File: src/nand_host_map.vh
`ifndef NAND_HOST_MAP_VH
`define NAND_HOST_MAP_VH

`define REG_CTRL 8'h00
`define REG_COL 8'h04
`define REG_ROW 8'h08
`define REG_LEN 8'h0c
`define REG_DATA 8'h10
`define REG_STAT 8'h14
`define REG_CFG 8'h18
`define CFG_RESET 2'h0

`define OP_PROG 3'h0
`define OP_CACHE 3'h1
`define OP_ERASE 3'h2
`define OP_STAT 3'h3
`define OP_RAND 3'h4
`define OP_RESET 3'h5

`define CMD_PROG 8'h80
`define CMD_CONF 8'h10
`define CMD_CCONF 8'h15
`define CMD_ERASE 8'h60
`define CMD_ECONF 8'hd0
`define CMD_STAT 8'h70
`define CMD_STATE 8'h78
`define CMD_RAND 8'h85
`define CMD_RESET 8'hff

`define SB_FAIL 0
`define SB_PREV_CACHE_FAIL_FLAG 1
`define SB_ARRAY_READY 5
`define SB_RDY 6
`define LAST_PAGE 6'h3f

`define CLK_NS 5
`define T_WP_NS 10
`define T_WH_NS 10
`define T_REA_NS 20
`define T_RH_NS 10
`define T_WB_NS 100
`define SYNC_EXTRA 3
`define T_WP_CYC ((`T_WP_NS + `CLK_NS - 1) / `CLK_NS)
`define T_WH_CYC ((`T_WH_NS + `CLK_NS - 1) / `CLK_NS)
`define T_RLO_CYC ((`T_REA_NS + `CLK_NS - 1) / `CLK_NS + `SYNC_EXTRA)
`define T_RH_CYC ((`T_RH_NS + `CLK_NS - 1) / `CLK_NS)
`define T_WB_CYC ((`T_WB_NS + `CLK_NS - 1) / `CLK_NS)

`endif

File: src/nand_program_erase_sequencer.v
// Register access over APB and the address map were chosen for this implementation.
`timescale 1ns/1ps
`include "nand_host_map.vh"
module nand_program_erase_sequencer (
    input wire pclk,
    input wire presetn,
    input wire psel,
    input wire penable,
    input wire pwrite,
    input wire [7:0] paddr,
    input wire [31:0] pwdata,
    output reg [31:0] prdata,
    output reg pready,
    output reg pslverr,
    output reg ce_n,
    output reg cle,
    output reg ale,
    output reg we_n,
    output reg re_n,
    output reg wp_n,
    output reg [7:0] io_out,
    output reg io_oe_n,
    input wire [7:0] io_in,
    input wire ready_busy_n
);
    localparam [3:0] S_IDLE = 4'd0;
    localparam [3:0] S_GO = 4'd1;
    localparam [3:0] S_WLO = 4'd2;
    localparam [3:0] S_WHI = 4'd3;
    localparam [3:0] S_DATA = 4'd4;
    localparam [3:0] S_TWB = 4'd5;
    localparam [3:0] S_BUSY = 4'd6;
    localparam [3:0] S_RLO = 4'd7;
    localparam [3:0] S_RHI = 4'd8;
    localparam [31:0] WP_W = `T_WP_CYC;
    localparam [31:0] WH_W = `T_WH_CYC;
    localparam [31:0] RLO_W = `T_RLO_CYC;
    localparam [31:0] RH_W = `T_RH_CYC;
    localparam [31:0] WB_W = `T_WB_CYC;
    localparam [7:0] WP_CYC = WP_W[7:0];
    localparam [7:0] WH_CYC = WH_W[7:0];
    localparam [7:0] RLO_CYC = RLO_W[7:0];
    localparam [7:0] RH_CYC = RH_W[7:0];
    localparam [7:0] WB_CYC = WB_W[7:0];

    reg [3:0] state_r;
    reg [3:0] step_r;
    reg [2:0] op_r;
    reg cache_r;
    reg [7:0] cnt_r;
    reg [11:0] left_r;
    reg [15:0] col_r;
    reg [23:0] row_r;
    reg [11:0] len_r;
    reg [1:0] cfg_r;
    reg [7:0] stat_byte_r;
    reg refused_r;
    reg order_err_r;
    reg cache_active_r;
    reg last_valid_r;
    reg [17:0] last_blk_r;
    reg [5:0] last_page_r;
    reg rb_s1_r;
    reg rb_s2_r;
    reg rb_s3_r;
    reg rb_ok_r;
    reg [7:0] io_s1_r;
    reg [7:0] io_s2_r;
    reg [7:0] io_s3_r;
    reg [3:0] nstep;
    reg [7:0] cmd_byte;
    reg [31:0] rd_val;
    reg can_ans;
    reg bad_addr;

    wire acc = psel && penable && !pready;
    wire done = psel && penable && pready;
    wire engine_free = (state_r == S_IDLE) || (state_r == S_DATA);
    wire order_bad = last_valid_r && (pwdata[2:0] != `OP_ERASE) &&
        (row_r[23:6] == last_blk_r) && (row_r[5:0] <= last_page_r);

    // The pin is sampled thrice so a change counts only when the last two stages agree.
    always @(posedge pclk or negedge presetn) begin
        if (!presetn) begin
            rb_s1_r <= 1'b0;
            rb_s2_r <= 1'b0;
            rb_s3_r <= 1'b0;
            rb_ok_r <= 1'b0;
            io_s1_r <= 8'h00;
            io_s2_r <= 8'h00;
            io_s3_r <= 8'h00;
        end else begin
            rb_s1_r <= ready_busy_n;
            rb_s2_r <= rb_s1_r;
            rb_s3_r <= rb_s2_r;
            if (rb_s2_r == rb_s3_r) begin
                rb_ok_r <= rb_s3_r;
            end
            io_s1_r <= io_in;
            io_s2_r <= io_s1_r;
            io_s3_r <= io_s2_r;
        end
    end

    // Step order: 0 cmd, 1-2 column, 3-5 row, 6 data, 7 confirm, 8 read.
    always @* begin
        nstep = step_r + 4'd1;
        case (step_r)
            4'd0: begin
                if (op_r == `OP_ERASE) begin
                    nstep = 4'd3;
                end else if (op_r == `OP_STAT) begin
                    nstep = cfg_r[0] ? 4'd3 : 4'd8;
                end else if (op_r == `OP_RESET) begin
                    nstep = 4'd9;
                end
            end
            4'd2: begin
                if (op_r == `OP_RAND) begin
                    nstep = 4'd6;
                end
            end
            4'd5: begin
                if (op_r == `OP_ERASE) begin
                    nstep = 4'd7;
                end else if (op_r == `OP_STAT) begin
                    nstep = 4'd8;
                end
            end
            4'd7: nstep = 4'd9;
            default: nstep = step_r + 4'd1;
        endcase
    end

    always @* begin
        cmd_byte = `CMD_PROG;
        case (step_r)
            4'd0: begin
                case (op_r)
                    // Erase opener
                    `OP_ERASE: cmd_byte = `CMD_ERASE;
                    `OP_STAT: cmd_byte = cfg_r[0] ? `CMD_STATE : `CMD_STAT;
                    `OP_RAND: cmd_byte = `CMD_RAND;
                    `OP_RESET: cmd_byte = `CMD_RESET;
                    default: cmd_byte = `CMD_PROG;
                endcase
            end
            4'd1: cmd_byte = col_r[7:0];
            4'd2: cmd_byte = col_r[15:8];
            4'd3: cmd_byte = row_r[7:0];
            4'd4: cmd_byte = row_r[15:8];
            4'd5: cmd_byte = row_r[23:16];
            4'd7: begin
                if (op_r == `OP_ERASE) begin
                    cmd_byte = `CMD_ECONF;
                end else begin
                    cmd_byte = cache_r ? `CMD_CCONF : `CMD_CONF;
                end
            end
            default: cmd_byte = `CMD_PROG;
        endcase
    end

    always @* begin
        can_ans = 1'b1;
        bad_addr = 1'b0;
        rd_val = 32'h0000_0000;
        case (paddr)
            `REG_CTRL: begin
                rd_val = {29'h0, op_r};
                can_ans = !pwrite || engine_free;
            end
            `REG_COL: rd_val = {16'h0, col_r};
            `REG_ROW: rd_val = {8'h0, row_r};
            `REG_LEN: rd_val = {20'h0, len_r};
            // Data writes stall until the engine takes the byte.
            `REG_DATA: can_ans = !pwrite || (state_r == S_DATA);
            `REG_STAT: rd_val = {12'h0, rb_ok_r, stat_byte_r[`SB_ARRAY_READY],
                stat_byte_r[`SB_PREV_CACHE_FAIL_FLAG], stat_byte_r[`SB_FAIL],
                stat_byte_r, 2'h0, order_err_r, refused_r,
                cache_active_r, rb_ok_r, state_r == S_DATA,
                !engine_free};
            `REG_CFG: rd_val = {30'h0, cfg_r};
            default: bad_addr = 1'b1;
        endcase
    end

    always @(posedge pclk or negedge presetn) begin
        if (!presetn) begin
            prdata <= 32'h0000_0000;
            pready <= 1'b0;
            pslverr <= 1'b0;
            state_r <= S_IDLE;
            step_r <= 4'd0;
            op_r <= `OP_PROG;
            cache_r <= 1'b0;
            cnt_r <= 8'h00;
            left_r <= 12'h000;
            col_r <= 16'h0000;
            row_r <= 24'h00_0000;
            len_r <= 12'h000;
            cfg_r <= `CFG_RESET;
            stat_byte_r <= 8'h00;
            refused_r <= 1'b0;
            order_err_r <= 1'b0;
            cache_active_r <= 1'b0;
            last_valid_r <= 1'b0;
            last_blk_r <= 18'h0_0000;
            last_page_r <= 6'h00;
            ce_n <= 1'b1;
            cle <= 1'b0;
            ale <= 1'b0;
            we_n <= 1'b1;
            re_n <= 1'b1;
            wp_n <= 1'b0;
            io_out <= 8'h00;
            io_oe_n <= 1'b1;
        end else begin
            wp_n <= cfg_r[1];
            pready <= 1'b0;
            if (acc && can_ans) begin
                pready <= 1'b1;
                prdata <= pwrite ? 32'h0000_0000 : rd_val;
                pslverr <= bad_addr;
            end
            if (cnt_r != 8'h00) begin
                cnt_r <= cnt_r - 8'h01;
            end
            case (state_r)
                S_GO: begin
                    if (step_r == 4'd6) begin
                        if (left_r == 12'h000) begin
                            step_r <= 4'd7;
                        end else begin
                            state_r <= S_DATA;
                        end
                    end else if (step_r == 4'd8) begin
                        io_oe_n <= 1'b1;
                        re_n <= 1'b0;
                        cnt_r <= RLO_CYC;
                        state_r <= S_RLO;
                    end else if (step_r == 4'd9) begin
                        cnt_r <= WB_CYC;
                        state_r <= S_TWB;
                    end else begin
                        io_out <= cmd_byte;
                        io_oe_n <= 1'b0;
                        cle <= (step_r == 4'd0) || (step_r == 4'd7);
                        ale <= (step_r != 4'd0) && (step_r != 4'd7);
                        we_n <= 1'b0;
                        cnt_r <= WP_CYC;
                        state_r <= S_WLO;
                        if (step_r == 4'd7 && op_r != `OP_ERASE) begin
                            cache_active_r <= cache_r;
                        end
                    end
                end
                S_WLO: begin
                    if (cnt_r <= 8'h01) begin
                        we_n <= 1'b1;
                        cnt_r <= WH_CYC;
                        state_r <= S_WHI;
                    end
                end
                S_WHI: begin
                    if (cnt_r <= 8'h01) begin
                        cle <= 1'b0;
                        ale <= 1'b0;
                        if (step_r == 4'd6) begin
                            state_r <= (left_r == 12'h000) ? S_GO : S_DATA;
                            if (left_r == 12'h000) begin
                                step_r <= 4'd7;
                            end
                        end else begin
                            step_r <= nstep;
                            state_r <= S_GO;
                        end
                    end
                end
                S_TWB: begin
                    if (cnt_r <= 8'h01) begin
                        state_r <= S_BUSY;
                    end
                end
                S_BUSY: begin
                    if (rb_ok_r) begin
                        if (op_r == `OP_RESET) begin
                            cache_active_r <= 1'b0;
                            ce_n <= 1'b1;
                            io_oe_n <= 1'b1;
                            state_r <= S_IDLE;
                        end else begin
                            op_r <= `OP_STAT;
                            step_r <= 4'd0;
                            state_r <= S_GO;
                        end
                    end
                end
                S_RLO: begin
                    if (cnt_r <= 8'h01 && io_s2_r == io_s3_r) begin
                        stat_byte_r <= io_s3_r;
                        if (io_s3_r[`SB_ARRAY_READY]) begin
                            cache_active_r <= 1'b0;
                        end
                        re_n <= 1'b1;
                        cnt_r <= RH_CYC;
                        state_r <= S_RHI;
                    end
                end
                S_RHI: begin
                    if (cnt_r <= 8'h01) begin
                        ce_n <= 1'b1;
                        state_r <= S_IDLE;
                    end
                end
                default: begin
                end
            endcase
            if (done && pwrite) begin
                case (paddr)
                    `REG_COL: col_r <= pwdata[15:0];
                    `REG_ROW: row_r <= pwdata[23:0];
                    `REG_LEN: len_r <= pwdata[11:0];
                    `REG_CFG: cfg_r <= pwdata[1:0];
                    `REG_DATA: begin
                        io_out <= pwdata[7:0];
                        io_oe_n <= 1'b0;
                        we_n <= 1'b0;
                        cnt_r <= WP_CYC;
                        left_r <= left_r - 12'h001;
                        state_r <= S_WLO;
                    end
                    `REG_CTRL: begin
                        refused_r <= 1'b0;
                        order_err_r <= 1'b0;
                        if (state_r == S_DATA) begin
                            if (pwdata[2:0] == `OP_RAND ||
                                pwdata[2:0] == `OP_RESET) begin
                                op_r <= pwdata[2:0];
                                step_r <= 4'd0;
                                state_r <= S_GO;
                            end else begin
                                refused_r <= 1'b1;
                            end
                        end else if ((!rb_ok_r &&
                            pwdata[2:0] != `OP_STAT &&
                            pwdata[2:0] != `OP_RESET) ||
                            pwdata[2:0] == `OP_RAND ||
                            pwdata[2:0] > `OP_RESET) begin
                            refused_r <= 1'b1;
                        end else if (pwdata[2:0] == `OP_ERASE &&
                            cache_active_r) begin
                            refused_r <= 1'b1;
                        end else if (pwdata[2:0] <= `OP_CACHE && order_bad) begin
                            refused_r <= 1'b1;
                            order_err_r <= 1'b1;
                        end else begin
                            op_r <= pwdata[2:0];
                            cache_r <= pwdata[2:0] == `OP_CACHE;
                            left_r <= len_r;
                            step_r <= 4'd0;
                            ce_n <= 1'b0;
                            state_r <= S_GO;
                            if (pwdata[2:0] <= `OP_CACHE) begin
                                last_valid_r <= 1'b1;
                                last_blk_r <= row_r[23:6];
                                last_page_r <= row_r[5:0];
                            end else if (pwdata[2:0] == `OP_ERASE &&
                                row_r[23:6] == last_blk_r) begin
                                last_valid_r <= 1'b0;
                            end
                        end
                    end
                    default: begin
                    end
                endcase
            end
        end
    end
endmodule // nand_program_erase_sequencer

File: config.mk
export PLATFORM = sky130hd
export DESIGN_NAME = nand_program_erase_sequencer
export DESIGN_NICKNAME = d
export VERILOG_FILES = /design/src/nand_program_erase_sequencer.v
export VERILOG_INCLUDE_DIRS = /design/src /design/src/src
export SDC_FILE = /design/constraint.sdc
export NUM_CORES = 1
export LEC_CHECK = 0
export ABC_AREA = 0
export BUFFER_PORTS_ARGS = -buffer_cell sky130_fd_sc_hd__buf_2
export CAP_MARGIN = 20
export CELL_PAD_IN_SITES_DETAIL_PLACEMENT = 1
export CELL_PAD_IN_SITES_GLOBAL_PLACEMENT = 1
export CORE_ASPECT_RATIO = 1.1
export CORE_UTILIZATION = 30
export CTS_CLUSTER_DIAMETER = 50
export DETAILED_ROUTE_END_ITERATION = 10
export GPL_ROUTABILITY_DRIVEN = 0
export PLACE_DENSITY_LB_ADDON = 0.05
export SETUP_SLACK_MARGIN = 0.4
export SYNTH_ARGS = -nofsm -noshare
export SYNTH_HDL_FRONTEND = slang
export SYNTH_SLANG_ARGS = --single-unit
File: constraint.sdc
create_clock -name pclk -period 7.3 [get_ports pclk]
set_clock_uncertainty 0.1 [all_clocks]
set_input_delay 1.095 -clock pclk [delete_from_list [all_inputs] [get_ports pclk]]
set_output_delay 1.095 -clock pclk [all_outputs]
set_load 0.005 [all_outputs]
==> results of run 1 <==
## logic make-up after synthesis
group	after synthesis	synth area share, %
mux	91	11.1
flops	191	48.7
buf+inv	82	4.14
fa+ha+maj	15	1.88
compound gates	239	16.7
xor+xnor	35	3.12
simple gates	260	14.4
other cells	1	0.0381
## through the flow
| step | utilization [%] | total power (W) | cell area (um2) | worst slack [ns] | cells |
|---|---|---|---|---|---|
| final | 34.8 | 0.00248 | 11200 | 3.80 | 1423 |
| after CTS | 34.8 | 0.00251 | 11200 | 3.80 | 1423 |
| after global routing | 34.8 | 0.00260 | 11200 | 3.66 | 1423 |
| after floorplan | - | 0.00141 | 9860 | 4.08 | 921 |
| after detailed placement | 33.0 | 0.00155 | 10700 | 3.31 | 1391 |
| after global placement | 33.0 | 0.00155 | 10600 | 3.34 | 1390 |
## worst max-delay path by stage
stage,startpoint,to,depth (start not counted)
CTS,paddr[1],col_r[14]$_DFFE_PN0P_,6
finish,paddr[1],left_r[1]$_DFFE_PN0P_,7
detailed placement,paddr[1],col_r[10]$_DFFE_PN0P_,6
global route,paddr[1],col_r[12]$_DFFE_PN0P_,6
global placement,paddr[1],left_r[1]$_DFFE_PN0P_,7
floorplan,paddr[1],left_r[1]$_DFFE_PN0P_,6
## flip-flops by register name (all words and copies together), names as in the netlist, 2 cells and up
signal / cells
row_r: 24
cfg_r: 2
last_page_r: 6
left_r: 12
step_r: 4
io_s3_r: 8
io_s1_r: 8
prdata: 24
io_out: 8
len_r: 12
io_s2_r: 8
op_r: 3
last_blk_r: 18
state_r: 4
stat_byte_r: 8
cnt_r: 8
col_r: 16
## area by class of cell
| cell class | instances | area (um2) |
|---|---|---|
| clock buffer | 20 | 447 |
| clock inverter | 12 | 125 |
| fill | 3664 | 21100 |
| inverter | 23 | 86.3 |
| multi-input combinational | 648 | 4690 |
| sequential | 191 | 4780 |
| tap | 426 | 533 |
| timing repair buffer | 103 | 563 |
## power by group
group / switching (W) / internal, W / total (W) / leakage [nW]
combinational: 0.000210 / 0.000131 / 0.000340 / 2.44
sequential: 0.0000790 / 0.00110 / 0.00118 / 2.47
clock: 0.000465 / 0.000490 / 0.000955 / 0.276
## layout by cell type, fill, tap and decap left out, types with 5 or more instances in the layout
| cell | Yosys | final |
|---|---|---|
| ha_1 | 14 | 14 |
| nand2b_1 | 6 | 6 |
| buf_4 | 8 | 16 |
| inv_6 | 0 | 5 |
| a2bb2oi_1 | 7 | 7 |
| clkbuf_16 | 0 | 17 |
| nor4_1 | 9 | 8 |
| o21ai_0 | 58 | 58 |
| conb_1 | 1 | 8 |
| inv_1 | 23 | 23 |
| mux2_2 | 67 | 67 |
| mux2_4 | 19 | 19 |
| nand3b_1 | 5 | 5 |
| nor3b_1 | 8 | 7 |
| a21oi_1 | 41 | 41 |
| a221oi_1 | 7 | 7 |
| and2_1 | 8 | 8 |
| a22o_1 | 23 | 23 |
| dfrtp_1 | 187 | 187 |
| nand3_1 | 18 | 18 |
| a21o_1 | 5 | 5 |
| xor2_1 | 31 | 31 |
| a31oi_1 | 12 | 12 |
| mux2i_1 | 5 | 5 |
| and3_1 | 12 | 11 |
| nor2b_1 | 14 | 14 |
| nand2_1 | 66 | 66 |
| nand4_1 | 10 | 10 |
| nor2_1 | 56 | 56 |
| nor3_1 | 12 | 12 |
| o211ai_1 | 7 | 7 |
| a22oi_1 | 25 | 25 |
| buf_2 | 17 | 85 |
| a211oi_1 | 9 | 9 |
## metal layers
| metal | global-route usage, % | vias up | wire [um] |
|---|---|---|---|
| li1 | - | 3494 | - |
| met1 | 29.4 | 3921 | 16400 |
| met2 | 34.2 | 127 | 15900 |
| met3 | 2.79 | 30 | 1040 |
| met4 | 6.92 | 0 | 595 |
| met5 | 0 | - | 0 |
## critical path, stage by stage
cell and delay [ns]:
buf_2 0.09, or4_4 0.57, or3_4 0.39, nor3_4 0.30, o21ai_2 0.19, a21oi_2 0.69, mux2_2 0.41
==> results.yml, run 1 <==
synth:
  ys.flop_type: "dfrtp_1"
  synth_most_common_cell: "dfrtp_1"
  ys_seq_area_share_pct: 48.7
  ys_top_cells_by_area: "dfrtp_1 (48%), mux2_2 (7.7%), o21ai_0 (3.0%), mux2_4 (2.9%), xor2_1 (2.8%)"
  synth.top_cell.area_share_pct: 47.6
  syn-cell-area_mm2: 0.00983
  synth_common_cells: "dfrtp_1 (187), mux2_2 (67), nand2_1 (66)"
  async_reset_ff_share_pct: 100
  ys_ff_latch: 191
  netlist_instances: 914
  synth_cell_types: 86
  yosys_warnings: 0
  synth_edf_count: 0
  avgSynthCellArea_um2: 10.8
  synth_top_area_cell: "dfrtp_1"
run_status:
  status: "finished with violations"
  failed_checks: "design-rule violations"
grt:
  grt_pass1_vias: 7808
  grt_pass1_wl_um: 52100
  grt_max_degree: 76
  grt-ovfl-total: 0
  antenna_found_initial: 0
  grtUsageTotal_pct: 21.2
run:
  timing.max_cap.violations: 0
drt:
  wire_per_inst_um: 23.9
  dr.first_iter.drc_count: 455
  vias_per_cell: 5.32
  drt_wl_total_um: 34000
  drcViolationCount: 2
  antenna_left: 0
  dr.pass1.iters: 8
  via_count: 7572
floorplan:
  die_h_um: 192
  die_x_um: 175
  io_pins: 103
  core.rowCount: 69
  core_mm2: 0.0323
  dieArea_mm2: 0.0335
  start_util_pct: 30.5
final_layout:
  final_layout_size_suffix_gt1_share_pct: 24.9
  area_growth_pct: 14.2
  fin_nets: 1052
  num_antenna_cells: 0
worst_setup_path:
  r2r-end: "last_blk_r[9]$_DFFE_PN0P_"
  startpoint_type: "primary input"
  r2r_setup_slack_ns: 3.89
  reg2reg_from: "row_r[5]$_DFFE_PN0P_"
  worstPathRequired_ns: 7.55
  worstSetupPathType: "in -> reg"
  cp.arrival_ns: 3.75
  path_max_fanout: 15
  cp-end-kind: "flip-flop"
  reg2reg_depth: 8
sta:
  slew_viol_final: 0
  min_period_ns: 3.50
  finalCritPeriodShare_pct: 47.9
  holdWs_ns: 0.249
  final_hold_viol_count: 0
  tightest_slew_ns: 1.25
  rsz0062_at_grt: "false"
  max_freq_mhz: 286
  tns_ns: 0
  setup_viol: 0
  worst_slew_margin_rel_pct: 14.6
cts:
  cts_buffers: 17
  clock-sinks: 191
  root_buffer: "clkbuf_16"
  hold_buffers: 0
  post_cts_buffers: 0
  clk_latency_ns: 0.46
  cts_resized: 0
  cts_tree: "yes"
  clk_pin_slew_ns: 0.08
  h-tree-depth: 4
  cts_buffer_depth: 2
pwr:
  power_leakage_nw: 5.19
  vdd_drop_max_uv: 159
  power_density_mw_per_mm2: 221
hold_path:
  min_from: "io_s1_r[7]$_DFF_PN0_"
  hold-path-endpoint: "io_s2_r[7]$_DFF_PN0_"
  holdCritPathClass: "reg -> reg"
  whs_path_depth: 0
place:
  port_buffers: 86
  dp_hpwl_um: 24800
No activity file was read; power rests on OpenSTA's default activity.
==> run 2: changes to the inputs <==
==> constraint.sdc (replaced) <==
create_clock -name pclk -period 2.9 [get_ports pclk]
set_clock_uncertainty 0.1 [all_clocks]
set_input_delay 0.435 -clock pclk [delete_from_list [all_inputs] [get_ports pclk]]
set_output_delay 0.435 -clock pclk [all_outputs]
set_load 0.005 [all_outputs]
==> run 2 against run 1 <==
- the flow still finishes with violations (design-rule violations)
- largest cell class is now multi-input gates
- design area grew 9.7%
- non-clock buffer count is 94 higher
- via count rose by 5.6%
- sequential share of layout area decreased by 3.8 points
==> results.yml, run 2 (synthesis results as in run 1) <==
run_status:
  failed_checks: "design-rule violations"
  status: "finished with violations"
sta:
  rsz0062_at_grt: "true"
  min_period_ns: 2.60
  setup_viol: 0
  tns_ns: 0
  slew_viol_final: 0
  finalCritPeriodShare_pct: 89.7
  max_freq_mhz: 385
  holdWs_ns: 0.121
  final_hold_viol_count: 0
  tightest_slew_ns: 0.753
  worst_slew_margin_rel_pct: 49.4
hold_path:
  holdCritPathClass: "in -> reg"
worst_setup_path:
  worstSetupPathType: "reg -> reg"
  startpoint_type: "flip-flop"
  r2r_setup_slack_ns: 0.30
  worstPathRequired_ns: 3.13
  path_max_fanout: 6
  cp-end-kind: "flip-flop"
  cp.arrival_ns: 2.83
pwr:
  vdd_drop_max_uv: 347
  power.total_w: 0.00644
  power_leakage_nw: 5.77
  power_density_mw_per_mm2: 523
drt:
  drcViolationCount: 2
  dr.first_iter.drc_count: 408
  wire_per_inst_um: 23.7
  dr.pass1.iters: 8
  antenna_left: 0
  drt_wl_total_um: 35900
  via_count: 7995
  vias_per_cell: 5.27
final_layout:
  reg.largest.list: "prdata x24, row_r x24, last_blk_r x18"
  mostFrequentLayoutCells: "dfrtp_1 (185), buf_4 (86), buf_2 (85)"
  num_antenna_cells: 0
  final_util_pct: 38.2
  instances_no_fill: 1517
  layout_commonest_cell: "dfrtp_1"
  area_growth_pct: 25.3
  final_layout_size_suffix_gt1_share_pct: 33.0
  fin_nets: 1146
cts:
  h-tree-depth: 4
  clk_latency_ns: 0.45
  cts_buffers: 17
  clock-sinks: 191
  clk_pin_slew_ns: 0.08
  root_buffer: "clkbuf_16"
  cts_buffer_depth: 2
  cts_tree: "yes"
floorplan:
  core_mm2: 0.0323
  dieArea_mm2: 0.0335
  io_pins: 103
  die_x_um: 175
  start_util_pct: 30.5
  die_h_um: 192
  core.rowCount: 69
grt:
  antenna_found_initial: 0
  grt-ovfl-total: 0
  grt_pass1_vias: 8284
  grt_pass1_wl_um: 54000
  grtUsageTotal_pct: 22.1
  grt_max_degree: 64
place:
  port_buffers: 86
  dp_hpwl_um: 26600
  dpl.cell_count: 1460
run:
  timing.max_cap.violations: 0
-- run 2: final timing paths --
| path | start | to | depth (start not counted) |
|---|---|---|---|
| min in group asynchronous | presetn | last_page_r[3]$_DFFE_PN0P_ | 2 |
| max in group asynchronous | presetn | io_s3_r[7]$_DFF_PN0_ | 3 |
| worst min-delay path | pwdata[16] | row_r[16]$_DFFE_PN0P_ | 2 |
| worst max register to register | last_page_r[5]$_DFFE_PN0P_ | last_blk_r[2]$_DFFE_PN0P_ | 9 |
| worst min register to register | io_s1_r[2]$_DFF_PN0_ | io_s2_r[2]$_DFF_PN0_ | 0 |
| worst max-delay path | last_page_r[5]$_DFFE_PN0P_ | last_blk_r[2]$_DFFE_PN0P_ | 9 |
-- run 2: layout make-up --
class                           count  area (um2)
Clock buffer                       17         425
Clock inverter                     15         173
Fill cell                        3599       20000
Inverter                           23        86.3
Multi-Input combinational cell    648        4830
Sequential cell                   191        4790
Tap cell                          426         533
Timing Repair Buffer              197        1490
-- run 2: worst max-delay path: stages, from the launching register on --
cell and delay (ns):
dfrtp_1 0.36, inv_1 0.05, ha_1 0.29, and4_4 0.20, and4_4 0.15, a31oi_4 0.25, nor3_2 0.07, or3_4 0.49
clkbuf_16 0.21, mux2_4 0.30
-- run 2: power breakdown --
| part | internal (W) | switching [W] |
|---|---|---|
| registers | 0.00278 | 0.000137 |
| logic | 0.000435 | 0.000640 |
| clock network | 0.00124 | 0.00121 |
-- run 2: per-stage QoR --
stage / instance area, um2 / setup slack, ns
2_1_floorplan: 9860 / 0.391
3_3_place_gp: 11300 / 0.112
3_5_place_dp: 11300 / 0.0688
4_1_cts: 12200 / 0.293
5_1_grt: 12300 / 0.253
6_report: 12300 / 0.300
-- run 2: what timing repair did --
action                     CTS  global route
hold buffers                10             0
cloned                       2             1
pin swaps                    1             9
resized for setup           23            21
buffers inserted             6             6
setup endpoints to repair   88            77
hold endpoints to repair    65             0
-- run 2: metal layers --
layer,vias up,track usage [%],routed length [um]
met4,0,7.09,829
li1,3680,-,-
met2,162,36.0,16900
met1,4114,29.9,17000
met5,-,0,0
met3,39,3.42,1200
==> run 3: changes to the inputs <==
--- a/config.mk
+++ b/config.mk
@@ -17,6 +17,7 @@
 export DETAILED_ROUTE_END_ITERATION = 10
 export GPL_ROUTABILITY_DRIVEN = 0
 export PLACE_DENSITY_LB_ADDON = 0.05
+export RECOVER_POWER = 25
 export SETUP_SLACK_MARGIN = 0.4
 export SYNTH_ARGS = -nofsm -noshare
 export SYNTH_HDL_FRONTEND = slang
==> run 3 against run 2 <==
- the run ends with design-rule violations, max-capacitance violations, max-slew violations left
- register-to-register slack is essentially flat
- sequential share of layout area is essentially flat
- fmax is the same
- design area shrank 0.10%
- wire length is essentially flat
- sequential power is essentially flat
- global-route usage is the same
- flip-flop and latch count is the same
- critical path depth is the same
- worst hold slack is essentially flat
- core utilization is essentially flat
- non-clock buffer count is the same
- largest power group unchanged
- highest routed layer unchanged
==> results.yml, run 3 (synthesis results as in run 1) <==
final_layout:
  layout_commonest_cell: "dfrtp_1"
  mostFrequentLayoutCells: "dfrtp_1 (185), buf_2 (85), buf_4 (85)"
  final_util_pct: 38.1
  regArea_mm2: 0.00479
  area_growth_pct: 25.2
  fillers: 3601
  fin_nets: 1146
  final_layout_size_suffix_gt1_share_pct: 32.9
  num_antenna_cells: 0
  multi_input_area_mm2: 0.00483
  reg.largest.list: "prdata x24, row_r x24, last_blk_r x18"
sta:
  tightest_slew_ns: 1.85
  final_hold_viol_count: 0
  worst_slew_margin_rel_pct: -23.4
  setup_viol: 0
  max_freq_mhz: 385
  holdWs_ns: 0.121
  layout_setup_ws_ns: 0.300
  min_period_ns: 2.60
  slew_viol_final: 61
  rsz0062_at_grt: "true"
  tns_ns: 0
  finalCritPeriodShare_pct: 89.7
cts:
  cts_buffers: 17
  cts_buffer_depth: 2
  clk_pin_slew_ns: 0.08
  h-tree-depth: 4
  cts_tree: "yes"
  clk_latency_ns: 0.45
  root_buffer: "clkbuf_16"
  clock-sinks: 191
grt:
  grt_use_met2_pct: 36.0
  grt_max_degree: 64
  grt-ovfl-total: 0
  top_usage_layer: "met2"
  grtUsageMet3_pct: 3.42
  grt_util_met1_pct: 29.9
  antenna_found_initial: 0
  grt_pass1_vias: 8284
  grtUsageTotal_pct: 22.1
  grt_pass1_wl_um: 54000
worst_setup_path:
  reg2reg_depth: 9
  r2r_setup_slack_ns: 0.30
  cp.arrival_ns: 2.83
  worstSetupStartpoint: "last_page_r[5]$_DFFE_PN0P_"
  crit_end: "last_blk_r[2]$_DFFE_PN0P_"
  path_max_fanout: 6
  worstPathRequired_ns: 3.13
  startpoint_type: "flip-flop"
  r2r-end: "last_blk_r[2]$_DFFE_PN0P_"
  reg2reg_from: "last_page_r[5]$_DFFE_PN0P_"
  worstSetupPathType: "reg -> reg"
  cp-end-kind: "flip-flop"
place:
  dp_hpwl_um: 26600
  port_buffers: 86
  dp_slack_ns: 0.0688
floorplan:
  die_x_um: 175
  start_util_pct: 30.5
  io_pins: 103
  core_mm2: 0.0323
  core.rowCount: 69
  die_h_um: 192
  dieArea_mm2: 0.0335
pwr:
  vdd_drop_max_uv: 347
  power_leakage_nw: 5.77
  power_density_mw_per_mm2: 523
  power.total_w: 0.00644
hold_path:
  min_from: "pwdata[16]"
  holdCritPathClass: "in -> reg"
drt:
  drt_wl_total_um: 35900
  dr.pass1.iters: 8
  dr.first_iter.drc_count: 409
  vias_per_cell: 5.27
  wire_per_inst_um: 23.6
  via_count: 7993
  drcViolationCount: 2
  antenna_left: 0
run_status:
  failed_checks: "design-rule violations, max-capacitance violations, max-slew violations"
  status: "finished with violations"
run:
  timing.max_cap.violations: 1
-- run 3: worst min path at each step --
stage / end / slack (ns) / cells past startpoint
floorplan: ale$_DFFE_PN0P_ / 0.04 / 0
global placement: io_s2_r[2]$_DFF_PN0_ / 0.23 / 0
detailed placement: io_s2_r[0]$_DFF_PN0_ / 0.24 / 0
CTS: row_r[16]$_DFFE_PN0P_ / 0.1 / 2
global route: row_r[16]$_DFFE_PN0P_ / 0.10 / 2
finish: row_r[16]$_DFFE_PN0P_ / 0.12 / 2
-- run 3: power breakdown --
part,switching (W),internal (W),total [W]
Sequential,0.000137,0.00278,0.00292
Combinational,0.000640,0.000433,0.00107
Clock,0.00121,0.00124,0.00245
-- run 3: area by class of cell --
type / instances / share of cell area (%)
clock buffer: 17 / 3.46
sequential: 191 / 38.9
tap: 426 / 4.33
multi-input combinational: 648 / 39.2
clock inverter: 15 / 1.40
timing repair buffer: 197 / 12.0
inverter: 23 / 0.702
-- run 3: stage by stage --
stage	area (um2)	instances
2_1_floorplan	9860	921
3_3_place_gp	11300	1460
3_5_place_dp	11300	1460
4_1_cts	12200	1510
5_1_grt	12300	1517
6_report	12300	1517
-- run 3: what timing repair did --
action,4_1_cts,5_1_grt
pin swaps,1,9
hold buffers,10,0
resized for setup,23,21
hold endpoints to repair,65,0
setup endpoints to repair,88,77
setup buffers,6,6
cloned,2,1
-- run 3: layer usage --
metal	routed length [um]	vias to the layer above
met1	17000	4114
met4	829	0
met3	1190	39
met2	16900	160
met5	0	-
li1	-	3680
-- run 3: critical path: stages (launching register included) --
cell and delay, ns:
dfrtp_1 0.36, inv_1 0.05, ha_1 0.29, and4_4 0.20
and4_4 0.15, a31oi_4 0.25, nor3_2 0.07, or3_4 0.49
clkbuf_16 0.21, mux2_4 0.30
